--- src/hdl/pin_control_map.vh ---
/*
  constants for the supply-enable, margin pulse and shared fault pin control.
  assumes inclusion by the pin control modules only; definitions only.
*/
`ifndef PIN_CONTROL_MAP_VH
`define PIN_CONTROL_MAP_VH

// ==========================================================
// enable output config field positions (per channel, 4 bits)
`define ENCFG_W 4
`define ENCFG_POL 0
`define ENCFG_PP 1
`define ENCFG_GEN 2
`define ENCFG_GENVAL 3

// ==========================================================
// margin output config field positions (per channel, 4 bits)
`define MGCFG_W 4
`define MGCFG_EN 0
`define MGCFG_GEN 1
`define MGCFG_GENVAL 2
`define MGCFG_GENOE 3

// ==========================================================
// pulse width modulator
`define DUTY_W 8
`define DUTY_FULL 8'hff
`define DUTY_ZERO 8'h00

// ==========================================================
// fault lines
`define FLINES 3
`define FLINES_NONE 3'h0

`endif

--- src/hdl/margin_pulse_gen.v ---
/*
  one margin pulse channel: free running counter compared against a duty word.
  assumes duty is stable per period; full scale holds the pin high.
*/
`timescale 1ns/100ps
`include "pin_control_map.vh"

module margin_pulse_gen #(
  parameter DW = `DUTY_W
) (
  // clock and reset
  input wire CLK,
  input wire RST,
  // control
  input wire [DW-1:0] DUTY,
  // pulse
  output reg PULSE
);

  reg [DW-1:0] count;

  // ==========================================================
  // counter and compare
  // full scale never goes low, so the counter wrap is not seen at the pin
  always @(posedge CLK) begin
    if (RST) begin
      count <= {DW{1'b0}};
      PULSE <= 1'b0;
    end else begin
      count <= count + {{(DW-1){1'b0}}, 1'b1};
      PULSE <= (DUTY == {DW{1'b1}}) ? 1'b1 : (count < DUTY);
    end
  end

endmodule // margin_pulse_gen

--- src/hdl/supply_enable_fault_pin_control.v ---
/*
  pin control for supply-enable outputs, margin pulse outputs and the three
  shared open-drain fault lines of a supply manager.
  assumes all inputs but the fault lines synchronous to CLK; configuration arrives as levels from
  the command interface; pad wiring resolves the open-drain lines.
  assumes external pull-ups on the fault lines and on open-drain enables.
*/
`timescale 1ns/100ps
`include "pin_control_map.vh"

module supply_enable_fault_pin_control #(
  parameter NEN = 12,
  parameter NMG = 8
) (
  // clock and reset
  input wire CLK,
  input wire RST,
  // power-up status
  input wire RECALL_DONE,
  input wire MONITOR_ON,
  // sequencer requests, one per enable channel
  input wire [NEN-1:0] SUPPLY_ON,
  input wire [NEN-1:0] CHAN_FAULT,
  // enable output config: 4 bits per channel
  input wire [NEN*`ENCFG_W-1:0] ENABLE_OUTPUT_CONFIG_CMD,
  // fault action: 3 drive bits then 3 shutdown select bits per channel
  input wire [NEN*2*`FLINES-1:0] FAULT_ACTION_CMD,
  // margin config and duty
  input wire [NMG*`MGCFG_W-1:0] MARGIN_OUTPUT_CONFIG_CMD,
  input wire [NMG*`DUTY_W-1:0] MARGIN_DUTY,
  // supply enable pins
  output reg [NEN-1:0] SUPPLY_ENABLE_OUT,
  output reg [NEN-1:0] SUPPLY_ENABLE_OE,
  // margin pins
  output reg [NMG-1:0] MARGIN_PULSE_OUT,
  output reg [NMG-1:0] MARGIN_PULSE_OE,
  // shared fault lines, active low open drain
  input wire [`FLINES-1:0] SHARED_FAULT_LINE_N_IN,
  output reg [`FLINES-1:0] SHARED_FAULT_LINE_N_OUT,
  output reg [`FLINES-1:0] SHARED_FAULT_LINE_N_OE,
  // per channel shutdown status
  output reg [NEN-1:0] CHAN_SHUTDOWN
);

  // power-up phases, one-hot
  localparam [2:0] ST_HOLD = 3'h1;
  localparam [2:0] ST_RECALLED = 3'h2;
  localparam [2:0] ST_RUN = 3'h4;

  reg [2:0] state;
  reg [2:0] next_state;
  reg [`FLINES-1:0] fault_meta;
  reg [`FLINES-1:0] fault_sync;
  // combinational merge of channel requests
  reg [`FLINES-1:0] fault_drive;
  reg [NEN-1:0] next_shut;
  wire [NMG-1:0] pulse;
  integer i;

  // pick the drive bits of a channel's fault action field
  function [`FLINES-1:0] drive_sel;
    input [2*`FLINES-1:0] f;
    begin
      drive_sel = f[`FLINES-1:0];
    end
  endfunction

  // pick the shutdown select bits of a channel's fault action field
  function [`FLINES-1:0] shut_sel;
    input [2*`FLINES-1:0] f;
    begin
      shut_sel = f[2*`FLINES-1:`FLINES];
    end
  endfunction

  // ==========================================================
  // power-up sequence
  // recall dropping is treated as a power cycle from any phase, so the
  // fault lines are never left pulled low while the part restarts
  always @* begin
    next_state = state;
    case (state)
      ST_HOLD: begin
        if (RECALL_DONE) next_state = ST_RECALLED;
      end
      ST_RECALLED: begin
        // a power cycle before monitoring starts goes straight back to hold
        if (!RECALL_DONE) next_state = ST_HOLD;
        else if (MONITOR_ON) next_state = ST_RUN;
      end
      ST_RUN: begin
        if (!RECALL_DONE) next_state = ST_HOLD;
      end
      default: next_state = ST_HOLD;
    endcase
  end

  always @(posedge CLK) begin
    if (RST) state <= ST_HOLD;
    else state <= next_state;
  end

  // ==========================================================
  // fault line sensing; first stage read only by the second
  // peers pull these wires on their own clocks, hence two stages
  always @(posedge CLK) begin
    if (RST) begin
      fault_meta <= `FLINES_NONE;
      fault_sync <= `FLINES_NONE;
    end else begin
      fault_meta <= ~SHARED_FAULT_LINE_N_IN;
      fault_sync <= fault_meta;
    end
  end

  // ==========================================================
  // fault drive merge and shutdown decision
  // own drive is also sensed back, so a channel may trip on its own line
  // a channel with an empty drive field pulls no line even when faulted
  always @* begin
    fault_drive = `FLINES_NONE;
    next_shut = {NEN{1'b0}};
    for (i = 0; i < NEN; i = i + 1) begin
      if (CHAN_FAULT[i])
        fault_drive = fault_drive |
          drive_sel(FAULT_ACTION_CMD[i*2*`FLINES +: 2*`FLINES]);
      next_shut[i] = |(fault_sync &
        shut_sel(FAULT_ACTION_CMD[i*2*`FLINES +: 2*`FLINES]));
    end
  end

  // ==========================================================
  // fault line pins: release in reset, low after recall, then per fault
  // the out register stays zero so an enabled pad can only pull low
  always @(posedge CLK) begin
    SHARED_FAULT_LINE_N_OUT <= `FLINES_NONE; // open drain only ever pulls low
    if (RST) begin
      SHARED_FAULT_LINE_N_OE <= `FLINES_NONE;
    end else if (state == ST_RECALLED) begin
      SHARED_FAULT_LINE_N_OE <= {`FLINES{1'b1}};
    end else if (state == ST_RUN) begin
      SHARED_FAULT_LINE_N_OE <= fault_drive;
    end else begin
      SHARED_FAULT_LINE_N_OE <= `FLINES_NONE;
    end
  end

  // ==========================================================
  // shutdown latch: sticky until reset, kept through a recall power cycle
  // limitation: a line that asserts and clears before the last two edges up to run entry is never latched
  always @(posedge CLK) begin
    if (RST) CHAN_SHUTDOWN <= {NEN{1'b0}};
    else if (state == ST_RUN) CHAN_SHUTDOWN <= CHAN_SHUTDOWN | next_shut;
  end

  // ==========================================================
  // supply enable pins
  // pins float in hold, so external pulls keep supplies off until recall
  genvar g;
  generate
    for (g = 0; g < NEN; g = g + 1) begin : gen_en
      wire [`ENCFG_W-1:0] cfg = ENABLE_OUTPUT_CONFIG_CMD[g*`ENCFG_W +: `ENCFG_W];
      // a tripped channel reads as off whatever the sequencer asks
      wire on = SUPPLY_ON[g] & ~CHAN_SHUTDOWN[g];
      wire lvl = cfg[`ENCFG_GEN] ? cfg[`ENCFG_GENVAL] : (on ~^ cfg[`ENCFG_POL]);
      always @(posedge CLK) begin
        if (RST || state == ST_HOLD) begin
          SUPPLY_ENABLE_OUT[g] <= 1'b0;
          SUPPLY_ENABLE_OE[g] <= 1'b0;
        end else begin
          SUPPLY_ENABLE_OUT[g] <= lvl;
          // open drain drives only the low level
          SUPPLY_ENABLE_OE[g] <= cfg[`ENCFG_PP] | ~lvl;
        end
      end
    end
  endgenerate

  // ==========================================================
  // margin pulse pins
  // generators run on through hold, so the first period after recall starts mid-count
  generate
    for (g = 0; g < NMG; g = g + 1) begin : gen_mg
      wire [`MGCFG_W-1:0] cfg = MARGIN_OUTPUT_CONFIG_CMD[g*`MGCFG_W +: `MGCFG_W];
      margin_pulse_gen #(.DW(`DUTY_W)) u_pwm (
        .CLK(CLK),
        .RST(RST),
        .DUTY(MARGIN_DUTY[g*`DUTY_W +: `DUTY_W]),
        .PULSE(pulse[g])
      );
      always @(posedge CLK) begin
        if (RST || state == ST_HOLD) begin
          MARGIN_PULSE_OUT[g] <= 1'b0;
          MARGIN_PULSE_OE[g] <= 1'b0;
        end else if (cfg[`MGCFG_GEN]) begin
          MARGIN_PULSE_OUT[g] <= cfg[`MGCFG_GENVAL];
          MARGIN_PULSE_OE[g] <= cfg[`MGCFG_GENOE];
        end else begin
          MARGIN_PULSE_OUT[g] <= pulse[g];
          MARGIN_PULSE_OE[g] <= cfg[`MGCFG_EN];
        end
      end
    end
  endgenerate

endmodule // supply_enable_fault_pin_control
--- config.mk ---
export PLATFORM = sky130hd
export DESIGN_NAME = supply_enable_fault_pin_control
export DESIGN_NICKNAME = d
export VERILOG_FILES = /design/src/hdl/margin_pulse_gen.v /design/src/hdl/supply_enable_fault_pin_control.v
export VERILOG_INCLUDE_DIRS = /design/src /design/src/hdl
export SDC_FILE = /design/constraint.sdc
export NUM_CORES = 1
export LEC_CHECK = 0
export BUFFER_PORTS_ARGS = -buffer_cell sky130_fd_sc_hd__buf_2
export CORE_MARGIN = 3
export CORE_UTILIZATION = 25
export DETAILED_ROUTE_END_ITERATION = 8
export PLACE_DENSITY = 0.46
export SYNTH_ARGS = -nofsm -noshare
export SYNTH_HDL_FRONTEND = slang
export SYNTH_SLANG_ARGS = --single-unit
--- constraint.sdc ---
create_clock -name CLK -period 1.69 [get_ports CLK]
set_input_delay 0.338 -clock CLK [delete_from_list [all_inputs] [get_ports CLK]]
set_output_delay 0.338 -clock CLK [all_outputs]
set_load 0.02 [all_outputs]
# Word-level counts from Yosys, hierarchy flattened

Cells that the tools add are included.

Add/sub/neg operators: 8
Equality and inequality tests: 14
Reduce and logical (&&, ||, !) cells: 14
Bitwise operators: 85
Order comparisons: 8
Muxes and demuxes: 55

Operator list:

| cell                                                            | number |
|---|---|
| 8-bit by 1-bit adder with 8-bit output, second input constant   | 8 |
| 8-bit == test, second input constant                            | 8 |
| 8-bit less-than comparator                                      | 8 |
| 3-bit two-way mux                                               | 18 |
| 3-bit AND                                                       | 12 |
| 1-bit two-way mux                                               | 36 |
| 3-bit OR reduction                                              | 12 |
| 3-bit OR                                                        | 11 |
| 1-bit NOT                                                       | 24 |
| 1-bit AND                                                       | 12 |
| 1-bit OR                                                        | 12 |
| 12-bit OR                                                       | 1 |
| 1-bit bitwise XNOR                                              | 12 |
| 3-bit one-hot mux with 3 select lines                           | 1 |
| 2-bit != test, second input constant                            | 2 |
| 3-bit by 1-bit == test with 1-bit output, second input constant | 1 |
| 3-bit by 2-bit == test with 1-bit output, second input constant | 1 |
| 3-bit == test, second input constant                            | 1 |
| 3-bit != test, second input constant                            | 1 |
| 3-bit NOT                                                       | 1 |
| 3-bit AND reduction                                             | 1 |
| 1-bit logical OR                                                | 1 |

Word-level logic and storage cells: 245
Output and inout bits: 58
Input bits: 247
Register bits after elaboration: 136

# Depth between registers and ports, before layout

Gate-level depths: netlist (run 1).

Depth in word-level cells: 25
Depth in mapped cells: 6

# Cells and area by module

From an unflattened synthesis (run 1), not the netlist that was laid out.

Cell total of the unflattened synthesis: 748
Area, all modules: 6942.9 µm²

Modules (own cells, without submodules):

| module                          | cells each | instances | seq. area each (µm²) | area each (µm²) |
|---|---|---|---|---|
| margin_pulse_gen                | 59         | 8         | 180.2                | 523.0 |
| supply_enable_fault_pin_control | 276        | 1         | 1281.2               | 2758.9 |

# Least setup slack after synthesis (run 1)

Ideal clock, no wire load.

Path type: in2reg
Start point: input port MARGIN_DUTY[49]
End point: register gen_mg[6].u_pwm.PULSE
Arrival time: 1274 ps
Data required time: 1589 ps
Stages on the path: 5
Setup slack: 315 ps
Path through: inv_1 > ha_1 > a2111oi_2 > nor4_1 > o41ai_1

Cells in the longest elaborated chain, start to end: 2
Elaborated cells between the ends (all ways): 3

Ends and longest elaborated chain:

| element                                                     | RTL line                             | text |
|---|---|---|
| start, declared                                             | supply_enable_fault_pin_control.v:30 | `` input wire [NMG*`DUTY_W-1:0] MARGIN_DUTY, `` |
| 8-bit less-than comparator or 8-bit == test (tied branches) | margin_pulse_gen.v:31                | `PULSE <= (DUTY == {DW{1'b1}}) ? 1'b1 : (count < DUTY);` |
| 1-bit two-way mux (*)                                       | margin_pulse_gen.v:31                |  |
| end signal, assigned                                        | margin_pulse_gen.v:31                |  |
| end, declared                                               | margin_pulse_gen.v:17                | `output reg PULSE` |

Every way passes the cells marked *; elsewhere a longest branch is shown, timed or not.
A chain may end at the register's enable or synchronous reset.

# Final worst setup path (run 1)

Start point: register gen_mg[2].u_pwm.count[2]
End point: register gen_mg[2].u_pwm.PULSE

Cells in the longest elaborated chain, start to end: 2

Ends and longest elaborated chain:

| element                    | RTL line              | text |
|---|---|---|
| start, declared            | margin_pulse_gen.v:20 | `reg [DW-1:0] count;` |
| start signal, assigned     | margin_pulse_gen.v:27 | `count <= {DW{1'b0}};` |
| start signal, assigned     | margin_pulse_gen.v:30 | `count <= count + {{(DW-1){1'b0}}, 1'b1};` |
| 8-bit less-than comparator | margin_pulse_gen.v:31 |  |
| 1-bit two-way mux          | margin_pulse_gen.v:31 |  |
| end signal, assigned       | margin_pulse_gen.v:31 |  |
| end, declared              | margin_pulse_gen.v:17 |  |

Every way passes these cells.

==> results of run 1 <==
-- cells in the final DEF (no fill, tap or decap), types with 4 or more instances in the layout --
cell type,netlist,final
o21a_1,19,19
nand4_1,10,10
nor3_1,8,8
a2111oi_2,7,7
o21ai_0,12,12
and3_1,16,16
ha_1,64,64
xnor2_1,28,28
xor2_1,32,32
clkbuf_16,0,17
inv_1,68,68
buf_4,3,12
clkinvlp_4,0,4
nand3_1,32,32
nand2b_4,7,7
mux2i_1,28,28
nor2b_1,25,25
nand2_1,33,33
nor4_1,5,5
clkinv_4,0,4
a22o_1,9,9
nand2b_1,4,4
a222oi_1,12,12
a21oi_1,22,22
a221oi_1,9,9
or4_1,5,5
dfxtp_1,136,136
nor2_1,110,109
buf_2,12,300
o41ai_1,7,7
-- sequential cells by signal, indices dropped and copies added, names as in the netlist, 8 cells and up --
register            flops
SUPPLY_ENABLE_OUT      12
MARGIN_PULSE_OUT        8
SUPPLY_ENABLE_OE       12
gen_mg.u_pwm.PULSE      8
MARGIN_PULSE_OE         8
CHAN_SHUTDOWN          12
gen_mg.u_pwm.count     64
-- metal layers --
metal / share of wire / up-vias / global-route usage
li1: - / 3192 / -
met1: 0.41 / 2752 / 0.155
met2: 0.51 / 216 / 0.251
met3: 0.072 / 19 / 0.0307
met4: 0.013 / 0 / 0.0367
met5: 0 / - / 0
-- final cells by class --
cell class,instances,share of cell area
Antenna cell,1,0.000268
Inverter,68,0.0273
Tap cell,335,0.0449
Clock inverter,13,0.0158
Multi-Input combinational cell,521,0.400
Sequential cell,136,0.292
Timing Repair Buffer,313,0.173
Clock buffer,19,0.0475
-- cell usage after synthesis (4+ instances only) --
cell	n	share of area
a2111oi_2	7	0.015
nor2_1	110	0.061
o21a_1	19	0.021
a22o_1	9	0.012
mux2i_1	28	0.041
xor2_1	32	0.041
a222oi_1	12	0.018
a221oi_1	9	0.012
buf_2	12	0.0088
nor3_1	8	0.0059
nand4_1	10	0.0092
nor2b_1	25	0.023
and3_1	16	0.015
or4_1	5	0.0055
o21ai_0	12	0.0088
a21oi_1	22	0.016
dfxtp_1	136	0.40
nand2_1	33	0.018
nand3_1	32	0.024
inv_1	68	0.037
nand2b_1	4	0.0037
ha_1	64	0.12
nand2b_4	7	0.014
nor4_1	5	0.0046
o41ai_1	7	0.0090
clkbuf_1	7	0.0039
xnor2_1	28	0.036
-- metrics by stage --
stage,hold WS [ns],setup slack [ns]
floorplan,0.410,0.315
global placement,0.418,0.106
detailed placement,0.434,0.0510
CTS,0.0469,0.0282
global route,0.0509,0.0581
finish,0.0749,0.235
-- logic make-up after synthesis --
| kind of cell | Yosys count | share of synthesized area |
|---|---|---|
| AO/OA/AOI/OAI | 101 | 0.115 |
| XOR/XNOR | 60 | 0.0772 |
| adder cells (fa/ha/maj) | 64 | 0.118 |
| buffers and inverters | 90 | 0.0535 |
| flip-flops | 136 | 0.400 |
| multiplexers | 28 | 0.0412 |
| other | 1 | 0.000551 |
| AND/OR/NAND/NOR | 265 | 0.195 |
-- power groups by stage --
stage               Clock (mW)  Combinational (mW)  Sequential [mW]
floorplan                    0               0.532             3.52
global placement             0                1.10             3.49
detailed placement           0                1.10             3.49
CTS                       3.88                1.11             3.42
global route              4.02                1.23             3.43
finish                    3.74                1.09             3.42
-- worst max-delay path, cell delays in order (launching register included) --
cell and delay (ns):
dfxtp_1 0.43, ha_1 0.27, o21a_1 0.18, nor2_1 0.09
nor4_1 0.05, o41ai_1 0.32
-- path summary, 6_finish.rpt --
check,startpoint,end,slack (ns)
worst max-delay path,gen_mg[2].u_pwm.count[2],gen_mg[2].u_pwm.PULSE,0.24
worst min-delay path,SHARED_FAULT_LINE_N_IN[1],fault_meta[1],0.07
worst max register to register,gen_mg[2].u_pwm.count[2],gen_mg[2].u_pwm.PULSE,0.24
worst min register to register,fault_meta[0],fault_sync[0],0.44
-- what timing repair did --
item	CTS	global route
gates resized for setup	0	1
setup endpoints to repair	0	12
setup buffers	0	0
==> impl_results.md, run 1 <==
* Total power at 8.24 mW
* Nets at 1368
* Tcrit/Tclk final at 0.861
* Switching power at 2.12 mW
* Mapped cell area at 0.00681 mm²
* Post-Route Utilization at 0.353
* Post-DR wirelength/cell at 14.5 µm
* Drt via density at 4.39
* Asr flop ratio synth at 0
* Vias in the first global route at 6139
* DR DRC count at 0
* RSZ-0062 raised after global routing: false
* Fin area at 0.00933 mm²
* Hold-fix buffers, CTS at 0
* I/O pin cnt at 305
* Layout cells sized above 1 at 0.338
* Slew @ Worst Pin at 0.612 ns
* Setup Viol. Count Final at 0
* CP Max Fanout at 5
* Hold Crit Class: primary input to flop
* Final hold viol count at 0
* Unique cell type count in the Yosys netlist at 39
* Multi-input combinational cell area at 0.00373 mm²
* Critical path class: flop to flop
* FF-to-FF path depth at 5
* Longest Clk Path Bufs at 2
* Top_reg_cell synth: dfxtp_1
* EDFF count, synth at 0
* Max cap viols at 0
* Fill cell count at 2797
* Status: complete, no violations
* Required time of the critical path at 1.99 ns
* FF/Latch Area at 0.00272 mm²
* Die W at 171 µm
* Full die area at 0.0292 mm²
* Placed Area at 0.00874 mm²
* Slew margin rel. at 0.592
* CP endpoint kind: flop
* Clock latency on the worst-skew pair at 0.41 ns
* H-tree levels at 4
* Worst vdd ir at 0.499 mV
* Root Buffer Master: clkbuf_16
* Skew final at 0.00765 ns
* Flop pwr share at 0.415
* Initial antenna violation count at 2
* Detailed Place HPWL at 16900 µm
* TritonCTS buffer count at 17
* Gpl congestion at 0.804
* Switching power share of the total at 0.257
* Clock Sinks at 136
* First-pass GRT wire length at 31000 µm
* Detailed Routing Iterations Pass 1 at 7
* Mapped Cells at 745
* CP Data Arrival Time at 1.75 ns
* Crit path launch type: flop
* Leakage Power at 4.74 nW
* Layout area overhead at 37.1%
* CTS tree: yes
* # rows at 59
* P_int at 6.12 mW
* Count of pins over their slew limit at 0
* PwrDens at 883 mW/mm²
* DP Cell Count at 1373
* Final std cells w/o fill at 1406
* Port bufs at 301
* CTS clk-pin slew, worst paths at 0.06 ns
* Post-DRT Antenna Nets at 0
* Synth Warn # at 0
* Total Routing Usage GR at 0.135
* Placeable core area at 0.0264 mm²
* Final setup TNS at 0 ns
* Clock network power share at 0.453
* Fmax at 688 MHz
* DR vias at 6179
* Largest net degree at the start of global routing at 27
* Post-Route WL at 20400 µm
* Comb pwr share at 0.132
* WHS Path Cells at 2
* Die Y-Extent at 171 µm
* Min Tclk post-route at 1.45 ns
* GRT Residual Overflow at 0
* Syn_area_per_cell at 9.14 µm²
* DR iter-0 viols at 276
* Synthesis-stage register bit count at 136
* Initial core utilization at 0.258
* Register area share after synthesis at 0.400
Note: power is estimated with default switching activity, not from simulation.
==> run 2, diff against run 1 <==
--- a/config.mk
+++ b/config.mk
@@ -6,6 +6,7 @@
 export SDC_FILE = /design/constraint.sdc
 export NUM_CORES = 1
 export LEC_CHECK = 0
+export ABC_CLOCK_PERIOD_IN_PS = 1690
 export BUFFER_PORTS_ARGS = -buffer_cell sky130_fd_sc_hd__buf_2
 export CORE_MARGIN = 3
 export CORE_UTILIZATION = 25
==> constraint.sdc (replaced) <==
create_clock -name CLK -period 1.69 [get_ports CLK]
set_input_delay 0.0845 -clock CLK [delete_from_list [all_inputs] [get_ports CLK]]
set_output_delay 0.0845 -clock CLK [all_outputs]
set_load 0.02 [all_outputs]
==> impl_results.md, run 2 (synthesized netlist as in run 1, its figures left out) <==
* CTS clk-pin slew, worst paths at 0.06 ns (about the same)
* Fin area at 0.0101 mm² (+8.6%)
* Worst flop-to-flop path startpoint: CHAN_SHUTDOWN[10]
* H-tree levels at 4 (unchanged)
* Setup ws final at 0.150 ns (-0.0850 ns)
* CP max stage cell: dlygate4sd3_1
* Final hold viol count at 0 (unchanged)
* Nets at 1450 (+6.0%)
* Max cap viols at 0 (unchanged)
* DR vias at 6499 (+5.2%)
* Layout cells sized above 1 at 0.313 (-0.0249)
* CP bufs+invs at 1 (+1)
* GRT Residual Overflow at 0 (unchanged)
* Full die area at 0.0292 mm² (unchanged)
* Max FFs per register at 64 (unchanged)
* DR iter-0 viols at 203 (-26%)
* Total power at 8.37 mW (+1.5%)
* CP top delay family: buffers and inverters
* Die W at 171 µm (unchanged)
* Post-DRT Antenna Nets at 0 (unchanged)
* Root Buffer Master: clkbuf_16
* CP Data Arrival Time at 1.83 ns (+0.08 ns)
* Slew @ Worst Pin at 0.584 ns (-0.0283 ns)
* Initial core utilization at 0.258 (unchanged)
* Final std cells w/o fill at 1488 (+5.8%)
* PwrDens at 825 mW/mm² (-6.6%)
* WHS Path Cells at 4 (+2)
* CTS tree: yes
* Tcrit/Tclk final at 0.911 (+0.0503)
* Gpl congestion at 0.787 (-2.2%)
* Post-Route Utilization at 0.384 (+0.0304)
* Drt via density at 4.37 (-0.62%)
* Detailed Place HPWL at 16700 µm (-1.5%)
* RSZ-0062 raised after global routing: false
* Die Y-Extent at 171 µm (unchanged)
* Initial antenna violation count at 2 (unchanged)
* CP Max Fanout at 3 (-2)
* FF-to-FF path depth at 5 (unchanged)
* Skew final at 0.00830 ns (+0.000657 ns)
* Critical path class: flop to flop
* Crit path largest cell delay at 0.60 ns (+0.17 ns)
* Fmax at 650 MHz (-5.5%)
* Slew margin rel. at 0.610 (+0.0189)
* Clock Sinks at 136 (unchanged)
* CP Depth at 5 (unchanged)
* Post-CTS Setup Bufs at 0 (unchanged)
* Total Routing Usage GR at 0.138 (+0.00279)
* DR DRC count at 0 (unchanged)
* R2R setup slack at 0.15 ns (-0.09 ns)
* Crit path to: SUPPLY_ENABLE_OUT[10]
* Hold Crit Class: primary input to flop
* Detailed Routing Iterations Pass 1 at 6 (-1)
* Port bufs at 301 (unchanged)
* Leakage Power at 5.07 nW (+6.9%)
* Setup Viol. Count Final at 0 (unchanged)
* # rows at 59 (unchanged)
* Post-place setup slack at 0.0986 ns (+0.0476 ns)
* Largest Register: gen_mg.u_pwm.count
* Longest Clk Path Bufs at 2 (unchanged)
* Setup crit start: CHAN_SHUTDOWN[10]
* Worst reg2reg endpoint: SUPPLY_ENABLE_OUT[10]
* CP Cell Sequence: nor2b_2 > xnor2_1 > mux2i_1 > dlygate4sd3_1 > nor2_1
* Clock latency on the worst-skew pair at 0.41 ns (about the same)
* DP Cell Count at 1371 (-0.15%)
* Vias in the first global route at 6417 (+4.5%)
* Worst vdd ir at 0.412 mV (-18%)
* Post-Route WL at 20900 µm (+2.2%)
* Largest net degree at the start of global routing at 20 (-26%)
* CP endpoint kind: flop
* Required time of the critical path at 1.98 ns (about the same)
* Min Tclk post-route at 1.54 ns (+0.0850 ns)
* TritonCTS buffer count at 17 (unchanged)
* I/O pin cnt at 305 (unchanged)
* Final hold slack at 0.0142 ns (-0.0606 ns)
* First-pass GRT wire length at 31900 µm (+2.9%)
* Commonest cells after routing, fill and taps aside: buf_2 (300), dfxtp_1 (136), nor2_1 (109), dlygate4sd3_1 (84), inv_1 (68)
* Placeable core area at 0.0264 mm² (unchanged)
* Count of pins over their slew limit at 0 (unchanged)
* Crit path launch type: flop
* Most common cell after layout, fill and taps aside: buf_2
* Final setup TNS at 0 ns (unchanged)
* Fill cell count at 2752 (-1.6%)
* Status: complete, no violations
* Placed Area at 0.00871 mm² (-0.32%)
* Layout area overhead at 48.9%
* Post-DR wirelength/cell at 14.0 µm (-3.4%)
-- run 2: what timing repair did --
item                                    in CTS  in global routing
endpoints found under the setup margin       0                 13
hold buffers                                84                  0
hold endpoints to repair                    53                  0
resized for setup                            0                  2
-- run 2: how the worst min path moves through the flow --
stage                                          from                     to
after floorplan           SHARED_FAULT_LINE_N_IN[0]          fault_meta[0]
after global placement    SHARED_FAULT_LINE_N_IN[2]          fault_meta[2]
after detailed placement  SHARED_FAULT_LINE_N_IN[0]          fault_meta[0]
after CTS                           MARGIN_DUTY[47]  gen_mg[5].u_pwm.PULSE
after global routing           FAULT_ACTION_CMD[53]       CHAN_SHUTDOWN[8]
final                               MARGIN_DUTY[39]  gen_mg[4].u_pwm.PULSE
-- run 2: power by group --
| group | internal (mW) | switching (mW) |
|---|---|---|
| combinational | 0.708 | 0.564 |
| sequential | 3.33 | 0.0835 |
| clock | 2.18 | 1.50 |
-- run 2: per-layer routing --
layer,routed length (µm),GRT usage
met2,10400,0.250
met5,0,0
met4,367,0.0465
met1,8860,0.162
met3,1290,0.0270
-- run 2: tightest hold or removal path, delay by kind of cell --
| kind | cells | cell delay, ns |
|---|---|---|
| and+or+nand+nor | 2 | 0.13 |
| buffers and inverters | 1 | 0.10 |
| AOI/OAI and AO/OA | 1 | 0.06 |
-- run 2: final cells by class --
cell class	count	area, µm²	area share
Tap cell	335	419	0.0413
Sequential cell	136	2720	0.269
Inverter	68	255	0.0252
Multi-Input combinational cell	521	3730	0.368
Antenna cell	1	2.50	0.000247
Clock inverter	14	150	0.0148
Timing Repair Buffer	395	2420	0.239
Clock buffer	18	429	0.0423
==> run 3, diff against run 2 <==
--- a/config.mk
+++ b/config.mk
@@ -6,7 +6,7 @@
 export SDC_FILE = /design/constraint.sdc
 export NUM_CORES = 1
 export LEC_CHECK = 0
-export ABC_CLOCK_PERIOD_IN_PS = 1690
+export ABC_CLOCK_PERIOD_IN_PS = 1700
 export BUFFER_PORTS_ARGS = -buffer_cell sky130_fd_sc_hd__buf_2
 export CORE_MARGIN = 3
 export CORE_UTILIZATION = 25
==> constraint.sdc (replaced) <==
create_clock -name CLK -period 1.7 [get_ports CLK]
set_input_delay 0.085 -clock CLK [delete_from_list [all_inputs] [get_ports CLK]]
set_output_delay 0.085 -clock CLK [all_outputs]
set_load 0.02 [all_outputs]
==> impl_results.md, run 3 (synthesized netlist as in run 1, its figures left out) <==
* Status: complete, no violations
* Hold Path Origin: MARGIN_DUTY[39]
* Crit path launch type: primary input
* Crit path largest cell delay at 0.55 ns (-0.05 ns)
* Largest Register: gen_mg.u_pwm.count
* Final hold viol count at 0 (unchanged)
* Clock network power share at 0.466 (+0.026)
* First-pass GRT wire length at 32700 µm (+2.6%)
* Tcrit/Tclk final at 0.919
* DR iter-0 viols at 227 (+12%)
* Worst reg2reg endpoint: SUPPLY_ENABLE_OUT[10]
* DP Cell Count at 1369 (-0.15%)
* CP bufs+invs at 3 (+2)
* Fill cell count at 2722 (-1.1%)
* Initial antenna violation count at 1 (-1)
* Hold Crit Class: primary input to flop
* Commonest cells after routing, fill and taps aside: buf_2 (300), dfxtp_1 (136), nor2_1 (109), dlygate4sd3_1 (88), inv_1 (68)
* Count of pins over their slew limit at 0 (unchanged)
* Post-DR wirelength/cell at 14.3 µm (+2.1%)
* Leakage Power at 5.13 nW (+1.2%)
* CP Cell Sequence: dlygate4sd3_1 > buf_4 > nand4b_1 > nor3_1 > nand4_1 > dlygate4sd3_1 > o41ai_1
* Placeable core area at 0.0264 mm² (unchanged)
* Setup Viol. Count Final at 0 (unchanged)
* Layout cells sized above 1 at 0.311 (-0.00228)
* Root Buffer Master: clkbuf_16
* CP endpoint kind: flop
* Most common cell after layout, fill and taps aside: buf_2
* Hold worst-path end: gen_mg[4].u_pwm.PULSE
* Die Y-Extent at 171 µm (unchanged)
* Fmax at 640 MHz
* Longest Clk Path Bufs at 2 (unchanged)
* P_int at 6.57 mW (+5.6%)
* RSZ-0062 raised after global routing: false
* Max cap viols at 0 (unchanged)
* Switching power at 2.20 mW (+2.8%)
* Port bufs at 301 (unchanged)
* H-tree levels at 4 (unchanged)
* Skew final at 0.0104 ns (+0.00214 ns)
* CTS clk-pin slew, worst paths at 0.07 ns (about the same)
* Switching power share of the total at 0.251 (-0.00510)
* CP Max Fanout at 9 (+6)
* Final hold slack at 0.0148 ns (+0.000534 ns)
* Flop pwr share at 0.387 (-0.021)
* FF-to-FF path depth at 5 (unchanged)
* Worst flop-to-flop path startpoint: CHAN_SHUTDOWN[10]
* GRT Residual Overflow at 0 (unchanged)
* Detailed Routing Iterations Pass 1 at 4 (-2)
* Vias in the first global route at 6567 (+2.3%)
* Initial core utilization at 0.258 (unchanged)
* CP max stage cell: dlygate4sd3_1
* Clock Sinks at 136 (unchanged)
* CP top delay family: buffers and inverters
* Largest net degree at the start of global routing at 35 (+75%)
* Final std cells w/o fill at 1489 (+0.067%)
* Clock latency on the worst-skew pair at 0.41 ns (about the same)
* Layout area overhead at 50.6%
* Detailed Place HPWL at 16800 µm (+0.59%)
* Multi-input combinational cell area at 0.00373 mm² (about the same)
* Max FFs per register at 64 (unchanged)
* Nets at 1452 (+0.14%)
* # rows at 59 (unchanged)
* N_diodes at 0 (-1)
* Comb pwr share at 0.147 (-0.005)
* Total Routing Usage GR at 0.141 (+0.00346)
* R2R setup slack at 0.17 ns (+0.02 ns)
* Worst vdd ir at 0.469 mV (+14%)
* DR vias at 6507 (+0.12%)
* Post-Route Utilization at 0.388 (+0.00431)
* Gpl congestion at 0.800 (+1.7%)
* Slew margin rel. at 0.581 (-0.0296)
* Post-DRT Antenna Nets at 0 (unchanged)
* Die W at 171 µm (unchanged)
* Drt via density at 4.37 (about the same)
* Critical path class: primary input to flop
* FF/Latch Area at 0.00272 mm² (unchanged)
* Post-Route WL at 21400 µm (+2.2%)
* PwrDens at 856 mW/mm² (+3.7%)
* I/O pin cnt at 305 (unchanged)
* TritonCTS buffer count at 17 (unchanged)
* Slew @ Worst Pin at 0.628 ns (+0.0443 ns)
* WHS Path Cells at 4 (unchanged)
* CTS tree: yes
* CP dominant cell by count: dlygate4sd3_1
* Full die area at 0.0292 mm² (unchanged)
* Min Tclk post-route at 1.56 ns
* Final setup TNS at 0 ns (unchanged)
* CP Data Arrival Time at 1.88 ns (+0.05 ns)
* DR DRC count at 0 (unchanged)
* Required time of the critical path at 2.02 ns (+0.04 ns)
==> run 3: timing repair <==
action                     in CTS  in global routing
setup endpoints to repair       0                 12
hold endpoints to repair       52                  0
resized for setup               0                  1
buffers inserted                0                  0
hold buffers                   88                  0
==> run 3: how the worst max path moves through the flow <==
stage,from,end,slack (ns),cells past startpoint
floorplan,gen_mg[1].u_pwm.count[1],gen_mg[1].u_pwm.PULSE,0.40,4
global placement,state[1],SUPPLY_ENABLE_OE[9],0.15,4
detailed placement,state[1],SUPPLY_ENABLE_OE[7],0.08,4
CTS,state[1],SUPPLY_ENABLE_OE[10],0.06,4
global route,RST,gen_mg[1].u_pwm.PULSE,0.05,7
finish,RST,gen_mg[1].u_pwm.PULSE,0.14,7
==> run 3: power by group through the flow <==
stage	logic (mW)	registers (mW)	clock network, mW
2_1_floorplan	0.528	3.50	0
3_3_place_gp	1.09	3.47	0
3_5_place_dp	1.10	3.47	0
4_1_cts	1.30	3.40	4.25
5_1_grt	1.44	3.41	4.38
6_report	1.29	3.39	4.09
==> run 3: metrics by stage <==
| stage | setup WS, ns | total power, mW | instance area [µm²] |
|---|---|---|---|
| 6_report | 0.138 | 8.77 | 10300 |
| 5_1_grt | 0.0451 | 9.22 | 10300 |
| 4_1_cts | 0.0566 | 8.94 | 10200 |
| 3_5_place_dp | 0.0834 | 4.57 | 8720 |
| 3_3_place_gp | 0.149 | 4.56 | 8720 |
| 2_1_floorplan | 0.397 | 4.03 | 6820 |
==> run 3: area by class of cell <==
type | count | area share
multi-input cells | 521 | 0.364
flip-flops and latches | 136 | 0.266
repair buffers | 397 | 0.241
clock buffers | 18 | 0.0428
well taps | 335 | 0.0409
inverters | 68 | 0.0249
clock inverters | 14 | 0.0204
==> run 3: worst register-to-register path, cell delays in order (launching register included) <==
cell	delay, ns
dfxtp_1	0.32
nor2b_1	0.21
xnor2_1	0.09
mux2i_1	0.19
dlygate4sd3_1	0.60
nor2_1	0.04
==> run 3: layer usage <==
layer / vias up / track usage / share of wire
li1: 3356 / - / -
met1: 2936 / 0.164 / 0.42
met2: 198 / 0.264 / 0.51
met3: 17 / 0.0310 / 0.064
met4: 0 / 0.0339 / 0.013
met5: - / 0 / 0
